`config.mk`:
```
export PLATFORM = sky130hd
export DESIGN_NAME = trap_ctrl
export DESIGN_NICKNAME = d
export VERILOG_FILES = /design/src/rtl/trap_pkg.sv /design/src/rtl/trap_ctrl.sv /design/src/rtl/sync_prio.sv /design/src/rtl/irq_pick.sv
export SDC_FILE = /design/constraint.sdc
export NUM_CORES = 1
export LEC_CHECK = 0
export ABC_AREA = 0
export BUFFER_PORTS_ARGS = -buffer_cell sky130_fd_sc_hd__buf_4
export CORE_ASPECT_RATIO = 0.8
export CORE_MARGIN = 8
export CORE_UTILIZATION = 54
export DETAILED_ROUTE_END_ITERATION = 10
export PLACE_DENSITY_LB_ADDON = 0.05
export SYNTH_ARGS = -nofsm -noshare
export SYNTH_HDL_FRONTEND = slang
export SYNTH_SLANG_ARGS = --single-unit
```
`constraint.sdc`:
```
create_clock -name aclk -period 4.27 [get_ports aclk]
set_input_delay 0.6405 -clock aclk [delete_from_list [all_inputs] [get_ports aclk]]
set_output_delay 0.6405 -clock aclk [all_outputs]
set_load 0.03 [all_outputs]
```
`src/rtl/trap_pkg.sv`:
```
// constants, types and encodings of the trap priority control block
// assumes one 250 MHz core clock and a 32-bit axi4-lite register bus
package trap_pkg;

  // ****************************************************
  // register map
  // ****************************************************
  localparam logic [7:0]  OFS_CTRL   = 8'h00;
  localparam logic [7:0]  OFS_FP     = 8'h04;
  localparam logic [7:0]  OFS_IRQMP  = 8'h08;
  localparam logic [7:0]  OFS_WIN    = 8'h0C;
  localparam logic [7:0]  OFS_STATUS = 8'h10;
  localparam int          CTRL_ET    = 0;
  localparam int          CTRL_S     = 1;
  localparam int          CTRL_PIL   = 8;
  localparam int          FP_TEM     = 0;
  localparam int          FP_ACC     = 8;
  localparam int          FP_CAUSE   = 16;
  localparam int          MP_MASK    = 0;
  localparam int          MP_LEVEL   = 16;
  localparam int          ST_ERROR   = 8;
  localparam logic        ET_RST     = 1'b0;
  localparam logic        S_RST      = 1'b1;
  localparam logic [3:0]  PIL_RST    = 4'h0;
  localparam logic [15:1] MASK_RST   = 15'h0000;
  localparam logic [1:0]  RESP_OKAY  = 2'h0;
  localparam logic [1:0]  RESP_SLVERR = 2'h2;

  // ****************************************************
  // trap codes
  // ****************************************************
  localparam logic [7:0]  TT_RESET   = 8'h00;
  localparam logic [7:0]  TT_IRQ_BASE = 8'h10;
  localparam logic [7:0]  TT_SOFT_BASE = 8'h80;
  localparam int          NSYNC      = 16;
  localparam int          IDX_SOFT   = 15;
  // index 0 is the most urgent; fp before cp and overflow before underflow
  localparam logic [7:0]  SYNC_CODES [NSYNC] = '{
    8'h2B, 8'h01, 8'h03, 8'h02, 8'h04, 8'h24, 8'h0B, 8'h05,
    8'h06, 8'h20, 8'h07, 8'h08, 8'h09, 8'h0A, 8'h2A, 8'h80};
  localparam logic [2:0]  FTT_NONE   = 3'h0;
  localparam logic [2:0]  FTT_IEEE   = 3'h1;
  localparam logic [2:0]  FTT_UNFIN  = 3'h2;
  localparam logic [2:0]  FTT_UNIMPLEMENTED_INSTR  = 3'h3;
  localparam logic [2:0]  FTT_SEQ    = 3'h4;
  localparam logic [2:0]  FTT_HW     = 3'h5;

  typedef enum logic {MODE_RUN, MODE_ERROR} core_mode_t;

  typedef struct packed {
    logic       reset_req;
    logic       write_err;
    logic       fetch_err;
    logic       priv_instr;
    logic       illegal_instr;
    logic       fp_absent;
    logic       cp_absent;
    logic       watch_hit;
    logic       save_req;
    logic       restore_req;
    logic       regfile_err;
    logic       misaligned;
    logic       data_err;
    logic       tag_ovf;
    logic       div_zero;
    logic       soft_trap;
    logic [6:0] soft_num;
  } exc_req_t;

  typedef struct packed {
    logic       valid;
    logic [4:0] ieee;
    logic       unfinished;
    logic       unimpl;
    logic       seq_err;
    logic       hw_err;
  } fp_event_t;

endpackage

```
`src/rtl/trap_ctrl.sv`:
```
// trap priority control: ranks exceptions and interrupts between
// instructions and issues one trap type code
// assumes all inputs are synchronous to aclk; instr_boundary marks the
// gap between two instructions and requests stand during it
module trap_ctrl import trap_pkg::*; (
  input  wire logic        aclk,
  input  wire logic        aresetn,
  input  wire logic        ce,
  input  wire logic [7:0]  s_awaddr,
  input  wire logic        s_awvalid,
  output logic             s_awready,
  input  wire logic [31:0] s_wdata,
  input  wire logic [3:0]  s_wstrb,
  input  wire logic        s_wvalid,
  output logic             s_wready,
  output logic [1:0]       s_bresp,
  output logic             s_bvalid,
  input  wire logic        s_bready,
  input  wire logic [7:0]  s_araddr,
  input  wire logic        s_arvalid,
  output logic             s_arready,
  output logic [31:0]      s_rdata,
  output logic [1:0]       s_rresp,
  output logic             s_rvalid,
  input  wire logic        s_rready,
  input  wire logic        instr_boundary,
  input  wire exc_req_t    exc,
  input  wire logic [2:0]  current_window_pointer,
  input  wire fp_event_t   fp_ev,
  input  wire logic [15:1] irq_pending,
  output logic             trap_valid,
  output logic [7:0]       trap_type_code,
  output logic             restart_at_zero,
  output logic [15:1]      irq_ack,
  output logic             fp_commit,
  output logic             error_mode,
  output logic             global_trap_enable,
  output logic             supervisor
);

  // ****************************************************
  // state
  // ****************************************************
  logic             et_reg, s_reg, aw_got_reg, w_got_reg, wr_fire, wr_ctrl, wr_fp, wr_mp, wr_win;
  logic             wr_hit, step, take_reset, sync_any, fp_trap_req, win_valid, irq_take, sync_take, rd_hit;
  logic [2:0]       ftt_reg, fp_cause, save_tgt, rest_tgt;
  logic [3:0]       pil_reg, win_num, w_strb_reg;
  logic [4:0]       tem_reg, acc_reg;
  logic [7:0]       wim_reg, aw_addr_reg, sync_code;
  logic [15:1]      irq_mask_bits, irq_priority_level_bits;
  logic [31:0]      w_data_reg, wmask, rd_word;
  logic [NSYNC-1:0] req;
  core_mode_t       mode_reg;

  // ****************************************************
  // decision between instructions
  // ****************************************************
  // error mode halts the boundary stepping; only a reset request leaves it
  assign step       = ce & instr_boundary & (mode_reg == MODE_RUN) & ~exc.reset_req;
  assign take_reset = ce & exc.reset_req;
  assign save_tgt   = current_window_pointer - 3'h1;
  assign rest_tgt   = current_window_pointer + 3'h1;

  always_comb begin
    fp_cause = FTT_NONE;
    if (fp_ev.hw_err) begin
      fp_cause = FTT_HW;
    end else if (fp_ev.seq_err) begin
      fp_cause = FTT_SEQ;
    end else if (fp_ev.unimpl) begin
      fp_cause = FTT_UNIMPLEMENTED_INSTR;
    end else if (fp_ev.unfinished) begin
      fp_cause = FTT_UNFIN;
    end else if (|(fp_ev.ieee & tem_reg)) begin
      fp_cause = FTT_IEEE;
    end
  end
  assign fp_trap_req = fp_ev.valid & (fp_cause != FTT_NONE);

  assign req[0]  = exc.write_err;
  assign req[1]  = exc.fetch_err;
  assign req[2]  = exc.priv_instr & ~s_reg;
  assign req[3]  = exc.illegal_instr;
  assign req[4]  = exc.fp_absent;
  assign req[5]  = exc.cp_absent;
  assign req[6]  = exc.watch_hit;
  assign req[7]  = exc.save_req & wim_reg[save_tgt];
  assign req[8]  = exc.restore_req & wim_reg[rest_tgt];
  assign req[9]  = exc.regfile_err;
  assign req[10] = exc.misaligned;
  assign req[11] = fp_trap_req;
  assign req[12] = exc.data_err;
  assign req[13] = exc.tag_ovf;
  assign req[14] = exc.div_zero;
  assign req[15] = exc.soft_trap;

  sync_prio u_sync (
    .req      (req),
    .soft_num (exc.soft_num),
    .any      (sync_any),
    .code     (sync_code)
  );

  irq_pick u_irq (
    .pend      (irq_pending),
    .mask      (irq_mask_bits),
    .level     (irq_priority_level_bits),
    .win_valid (win_valid),
    .win_num   (win_num)
  );

  // interrupts rank below every synchronous trap
  assign sync_take = step & sync_any & et_reg;
  assign irq_take  = step & ~sync_any & et_reg & win_valid & (win_num > pil_reg);

  // ****************************************************
  // trap outputs
  // ****************************************************
  always_ff @(posedge aclk) begin
    if (!aresetn) begin
      trap_valid      <= 1'b0;
      trap_type_code  <= TT_RESET;
      restart_at_zero <= 1'b0;
      irq_ack         <= '0;
    end else if (ce) begin
      trap_valid      <= take_reset | sync_take | irq_take;
      restart_at_zero <= take_reset;
      irq_ack         <= '0;
      if (take_reset) begin
        trap_type_code <= TT_RESET;
      end else if (sync_take) begin
        trap_type_code <= sync_code;
      end else if (irq_take) begin
        trap_type_code <= TT_IRQ_BASE | {4'h0, win_num};
        irq_ack[win_num] <= 1'b1;
      end
    end
  end

  // lower requests are not remembered here; the sources keep them up
  always_ff @(posedge aclk) begin
    if (!aresetn) begin
      mode_reg <= MODE_RUN;
    end else if (take_reset) begin
      mode_reg <= MODE_RUN;
    end else if (step & sync_any & ~et_reg) begin
      mode_reg <= MODE_ERROR;
    end
  end

  // ****************************************************
  // control register: trap enable, supervisor, threshold
  // ****************************************************
  always_ff @(posedge aclk) begin
    if (!aresetn) begin
      et_reg  <= ET_RST;
      s_reg   <= S_RST;
      pil_reg <= PIL_RST;
    end else if (ce) begin
      if (wr_ctrl) begin
        if (w_strb_reg[0]) begin
          et_reg <= w_data_reg[CTRL_ET];
          s_reg  <= w_data_reg[CTRL_S];
        end
        if (w_strb_reg[1]) begin
          pil_reg <= w_data_reg[CTRL_PIL +: 4];
        end
      end
      // a trap taken in the same cycle outranks software
      if (take_reset | sync_take | irq_take) begin
        et_reg <= 1'b0;
        s_reg  <= 1'b1;
      end
    end
  end

  // ****************************************************
  // floating-point mask, accrued flags and cause
  // ****************************************************
  always_ff @(posedge aclk) begin
    if (!aresetn) begin
      tem_reg   <= '0;
      acc_reg   <= '0;
      ftt_reg   <= FTT_NONE;
      fp_commit <= 1'b0;
    end else if (ce) begin
      fp_commit <= step & fp_ev.valid & ~fp_trap_req;
      if (wr_fp & w_strb_reg[0]) begin
        tem_reg <= w_data_reg[FP_TEM +: 5];
      end
      // flags clear by writing one; a new flag in the same cycle wins
      if (wr_fp & w_strb_reg[1]) begin
        acc_reg <= (acc_reg & ~w_data_reg[FP_ACC +: 5])
                 | (step & fp_ev.valid & ~fp_trap_req ? fp_ev.ieee : 5'h00);
      end else if (step & fp_ev.valid & ~fp_trap_req) begin
        acc_reg <= acc_reg | fp_ev.ieee;
      end
      if (step & fp_trap_req) begin
        ftt_reg <= fp_cause;
      end
    end
  end

  // ****************************************************
  // interrupt mask, level and window mask
  // ****************************************************
  always_ff @(posedge aclk) begin
    if (!aresetn) begin
      irq_mask_bits           <= MASK_RST;
      irq_priority_level_bits <= '0;
      wim_reg                 <= '0;
    end else if (ce) begin
      if (wr_mp) begin
        irq_mask_bits <= (irq_mask_bits & ~wmask[MP_MASK + 1 +: 15])
                       | (w_data_reg[MP_MASK + 1 +: 15] & wmask[MP_MASK + 1 +: 15]);
        irq_priority_level_bits <= (irq_priority_level_bits & ~wmask[MP_LEVEL + 1 +: 15])
                                 | (w_data_reg[MP_LEVEL + 1 +: 15] & wmask[MP_LEVEL + 1 +: 15]);
      end
      if (wr_win & w_strb_reg[0]) begin
        wim_reg <= w_data_reg[7:0];
      end
    end
  end

  // ****************************************************
  // axi4-lite write channel
  // ****************************************************
  assign s_awready = ce & ~aw_got_reg & ~s_bvalid;
  assign s_wready  = ce & ~w_got_reg & ~s_bvalid;
  assign wr_fire   = ce & aw_got_reg & w_got_reg & ~s_bvalid;
  assign wr_ctrl   = wr_fire & (aw_addr_reg == OFS_CTRL);
  assign wr_fp     = wr_fire & (aw_addr_reg == OFS_FP);
  assign wr_mp     = wr_fire & (aw_addr_reg == OFS_IRQMP);
  assign wr_win    = wr_fire & (aw_addr_reg == OFS_WIN);
  assign wr_hit    = wr_ctrl | wr_fp | wr_mp | wr_win | (aw_addr_reg == OFS_STATUS);
  assign wmask     = {{8{w_strb_reg[3]}}, {8{w_strb_reg[2]}}, {8{w_strb_reg[1]}}, {8{w_strb_reg[0]}}};

  always_ff @(posedge aclk) begin
    if (!aresetn) begin
      aw_got_reg  <= 1'b0;
      aw_addr_reg <= '0;
      w_got_reg   <= 1'b0;
      w_data_reg  <= '0;
      w_strb_reg  <= '0;
      s_bvalid    <= 1'b0;
      s_bresp     <= RESP_OKAY;
    end else if (ce) begin
      if (s_awvalid & s_awready) begin
        aw_got_reg  <= 1'b1;
        aw_addr_reg <= {s_awaddr[7:2], 2'b00};
      end
      if (s_wvalid & s_wready) begin
        w_got_reg  <= 1'b1;
        w_data_reg <= s_wdata;
        w_strb_reg <= s_wstrb;
      end
      if (wr_fire) begin
        aw_got_reg <= 1'b0;
        w_got_reg  <= 1'b0;
        s_bvalid   <= 1'b1;
        s_bresp    <= wr_hit ? RESP_OKAY : RESP_SLVERR;
      end else if (s_bvalid & s_bready) begin
        s_bvalid <= 1'b0;
      end
    end
  end

  // ****************************************************
  // axi4-lite read channel
  // ****************************************************
  assign s_arready = ce & ~s_rvalid;

  always_comb begin
    rd_word = 32'h0000_0000;
    rd_hit  = 1'b1;
    unique case ({s_araddr[7:2], 2'b00})
      OFS_CTRL: begin
        rd_word[CTRL_ET]       = et_reg;
        rd_word[CTRL_S]        = s_reg;
        rd_word[CTRL_PIL +: 4] = pil_reg;
      end
      OFS_FP: begin
        rd_word[FP_TEM +: 5]   = tem_reg;
        rd_word[FP_ACC +: 5]   = acc_reg;
        rd_word[FP_CAUSE +: 3] = ftt_reg;
      end
      OFS_IRQMP: begin
        rd_word[MP_MASK + 1 +: 15]  = irq_mask_bits;
        rd_word[MP_LEVEL + 1 +: 15] = irq_priority_level_bits;
      end
      OFS_WIN: begin
        rd_word[7:0] = wim_reg;
      end
      OFS_STATUS: begin
        rd_word[7:0]      = trap_type_code;
        rd_word[ST_ERROR] = (mode_reg == MODE_ERROR);
      end
      default: begin
        rd_hit = 1'b0;
      end
    endcase
  end

  always_ff @(posedge aclk) begin
    if (!aresetn) begin
      s_rvalid <= 1'b0;
      s_rdata  <= '0;
      s_rresp  <= RESP_OKAY;
    end else if (ce) begin
      if (s_arvalid & s_arready) begin
        s_rvalid <= 1'b1;
        s_rdata  <= rd_word;
        s_rresp  <= rd_hit ? RESP_OKAY : RESP_SLVERR;
      end else if (s_rvalid & s_rready) begin
        s_rvalid <= 1'b0;
      end
    end
  end

  assign error_mode         = (mode_reg == MODE_ERROR);
  assign global_trap_enable = et_reg;
  assign supervisor         = s_reg;
endmodule // trap_ctrl

```
`src/rtl/sync_prio.sv`:
```
// fixed-priority pick among synchronous trap requests
// assumes request bits are already qualified by the caller
module sync_prio import trap_pkg::*; (
  input  wire logic [NSYNC-1:0] req,
  input  wire logic [6:0]       soft_num,
  output logic                  any,
  output logic [7:0]            code
);
  always_comb begin
    any  = |req;
    code = 8'h00;
    // walk from least urgent so the most urgent overwrites
    for (int i = NSYNC - 1; i >= 0; i--) begin
      if (req[i]) begin
        code = (i == IDX_SOFT) ? (TT_SOFT_BASE | {1'b0, soft_num}) : SYNC_CODES[i];
      end
    end
  end
endmodule // sync_prio

```
`src/rtl/irq_pick.sv`:
```
// picks the interrupt that wins by level, then by number
// assumes pending bits are held by the interrupt controller until acked
module irq_pick import trap_pkg::*; (
  input  wire logic [15:1] pend,
  input  wire logic [15:1] mask,
  input  wire logic [15:1] level,
  output logic             win_valid,
  output logic [3:0]       win_num
);
  logic [15:1] hi;
  logic [15:1] lo;
  logic [15:1] sel;

  for (genvar i = 1; i <= 15; i++) begin : g_cand
    assign hi[i] = pend[i] & mask[i] & level[i];
    assign lo[i] = pend[i] & mask[i] & ~level[i];
  end

  always_comb begin
    sel       = (|hi) ? hi : lo;
    win_valid = |sel;
    win_num   = 4'h0;
    for (int i = 1; i <= 15; i++) begin
      if (sel[i]) begin
        win_num = 4'(i);
      end
    end
  end
endmodule // irq_pick

```
==> impl_metrics.yaml <==
global_route:
  grt_antenna_before_repair: 0
  grt_overflow_total: 0
  grt_usage_pct: 25.4
  grt_pass1_vias: 7135
  grt_pass1_wl_mm: 37.0
  grt_start_max_net_pins: 103
place:
  placed_area_sq_um: 9180
  place.gp.congestion: 0.936
  place_hpwl_mm: 17.7
  portBuffers: 174
logic_synthesis:
  avgSynthCellArea_sq_um: 8.35
  yosysTopAreaCell: "dfxtp_1"
  synth_cells: 927
  synth_top_family_by_area: "simple AND/OR/NAND/NOR gates"
  ys.flop_type: "dfxtp_1"
  yosysMostFrequentCell: "nand2_1"
  synth_top_area_share_pct: 42.2
  yosys.area_share.simple_pct: 25.9
  yosys-mux-area-fraction_pct: 6.11
  synth.top_cells.by_area: "dfxtp_1, nand2_1, a21boi_0, nor2b_1, mux2i_1"
  synth_edf_count: 0
  ys_warn_count: 0
  async_flop_share_pct: 0
  ys_seq_elements: 163
  ys_seq_area_share_pct: 42.2
  synth_compound_area_share_pct: 21.3
  synth_common_cells: "nand2_1, dfxtp_1, a21boi_0"
  syn_area_sq_um: 7740
  ys_types: 69
  synthAdderAreaFrac_pct: 0.970
  synth_xor_area_share_pct: 0.226
sta:
  fin_crit_sh_pct: 92.3
  period_needed_ns: 3.94
  worst_slew_pin_slew_ns: 1.11
  fin_worst_skew_ns: 0.0115
  setup_tns_ns: 0
  hold_violations: 0
  timing.fmax_mhz: 254
  setup_viol: 0
  rsz0062_at_grt: "false"
  drv_slew: 0
  relSlewSlack_pct: 25.6
power:
  p_leak_nw: 3.86
  powerDensity_nw_per_um2: 330
  peakVddDrop_mv: 0.295
die:
  die_area_sq_um: 18400
  initial_core_util_pct: 54.7
  core_area_sq_um: 14200
  rows: 39
  dieHeight_um: 123
  ioPinCount: 182
  die_w_um: 150
cells_and_area:
  fillers: 1250
  layout-area-overhead-vs-synth_pct: 25.2
  antenna_cells: 0
  layout-drive-gt1-share_pct: 22.0
  final_cell_area_sq_um: 9690
  fin_nets: 1200
setup_path:
  cp-start-kind: "flop"
  crit_path_max_fanout: 7
  cp.required_ns: 4.61
  crit_arrival_ns: 4.28
  worstSetupEndpointType: "flop"
  worstSetupPathType: "reg2reg"
detailed_routing:
  ant_nets: 0
  avgRoutedWirePerCell_um: 18.2
  drc_errors: 0
  firstDrtPassIters: 5
  drt-initial-drc-count: 741
  wl_mm: 23.2
  via_count: 7326
  vias_per_cell: 5.75
clocking:
  cts_hold_buf: 0
  tritoncts: "done"
  cts.path.max_buffers: 2
  clock-sinks: 163
  insertion_delay_ns: 0.44
  htreeDepth: 4
  cts_resized: 0
  cts_root_buf: "clkbuf_16"
  post_cts_buffers: 0
  numCtsBuffers: 17
  clk_pin_slew_ns: 0.06
job:
  cap_violations: 0
hold_path:
  hp-class: "in2reg"
status:
  status: "complete, no violations"
routing by layer:
metal	share of wire [%]	track usage, %	vias to the layer above
met5	0	0	-
met4	2.4	10.3	0
met3	10	6.40	37
met2	41	36.6	340
met1	46	35.5	3369
li1	-	-	3580
cell usage in the layout (no fill, tap or decap), types with 7 or more instances in the layout:
| cell | n |
|---|---|
| mux2i_1 | 33 |
| a21boi_0 | 76 |
| nand4_1 | 9 |
| nand2_1 | 201 |
| dfxtp_1 | 163 |
| nor2b_1 | 58 |
| a21oi_1 | 31 |
| a22oi_1 | 28 |
| o21ai_0 | 31 |
| inv_1 | 11 |
| buf_4 | 190 |
| nor3_1 | 13 |
| and2_1 | 10 |
| nor2_1 | 36 |
| clkbuf_16 | 17 |
| nand3_1 | 58 |
| nor4_1 | 7 |
report_power, final:
group,internal (W),total [W],switching [W]
logic,0.000129,0.000273,0.000144
registers,0.00155,0.00158,0.0000281
clock network,0.000739,0.00134,0.000604
total,0.00242,0.00319,0.000776
cell type report:
cell class	instances	area, sq um	area share [%]
multi-input cells	699	4230	43.6
well taps	184	230	2.38
clock buffers	18	439	4.53
inverters	11	41.3	0.426
flip-flops and latches	163	3260	33.7
clock inverters	9	65.1	0.671
repair buffers	190	1430	14.7
worst paths after layout:
check	from	end	slack [ns]	depth (start not counted)
worst max-delay path	flop	trap_type_code[0]$_SDFFE_PN0P_	0.33	17
worst min-delay path	exc[6]	trap_type_code[6]$_SDFFE_PN0P_	0.44	3
worst max register to register	flop	trap_type_code[0]$_SDFFE_PN0P_	0.33	17
worst min register to register	ftt_reg[0]$_SDFFE_PN0P_	ftt_reg[0]$_SDFFE_PN0P_	0.45	2
metrics by stage:
| step | cells | util (%) | worst slack (ns) | hold slack (ns) | power [W] |
|---|---|---|---|---|---|
| floorplan | 928 | - | 0.538 | 0.423 | 0.00175 |
| global placement | 1247 | 64.9 | 0.0941 | 0.435 | 0.00188 |
| detailed placement | 1247 | 64.9 | -0.0146 | 0.440 | 0.00188 |
| CTS | 1274 | 68.4 | 0.307 | 0.436 | 0.00320 |
| global route | 1274 | 68.5 | 0.0187 | 0.451 | 0.00330 |
| finish | 1274 | 68.5 | 0.330 | 0.441 | 0.00319 |
cells by family (layout without fill, tap and decap cells):
kind of cell               after synthesis  after routing
and+or+nand+nor                        422            422
AOI/OAI and AO/OA                      227            227
DFF                                    163            163
buffers and inverters                   66            228
muxes                                   40             40
adders and majority gates                6              6
xor gates and xnor gates                 2              2
other                                    1              2
critical path, cell delays in order (launching register included):
cell	delay, ns
dfxtp_1	0.36
and3_1	0.22
nor4_1	0.53
buf_4	0.25
and2_0	0.27
buf_4	0.18
o211a_1	0.15
a21oi_1	0.06
nand2_1	0.21
inv_1	0.10
ha_1	0.20
nor2b_1	0.11
o21ai_0	0.09
nand2b_1	0.09
a21oi_1	0.07
or3_4	0.37
o31a_1	0.29
o32ai_1	0.29
Note: power is estimated with default switching activity, not from simulation.
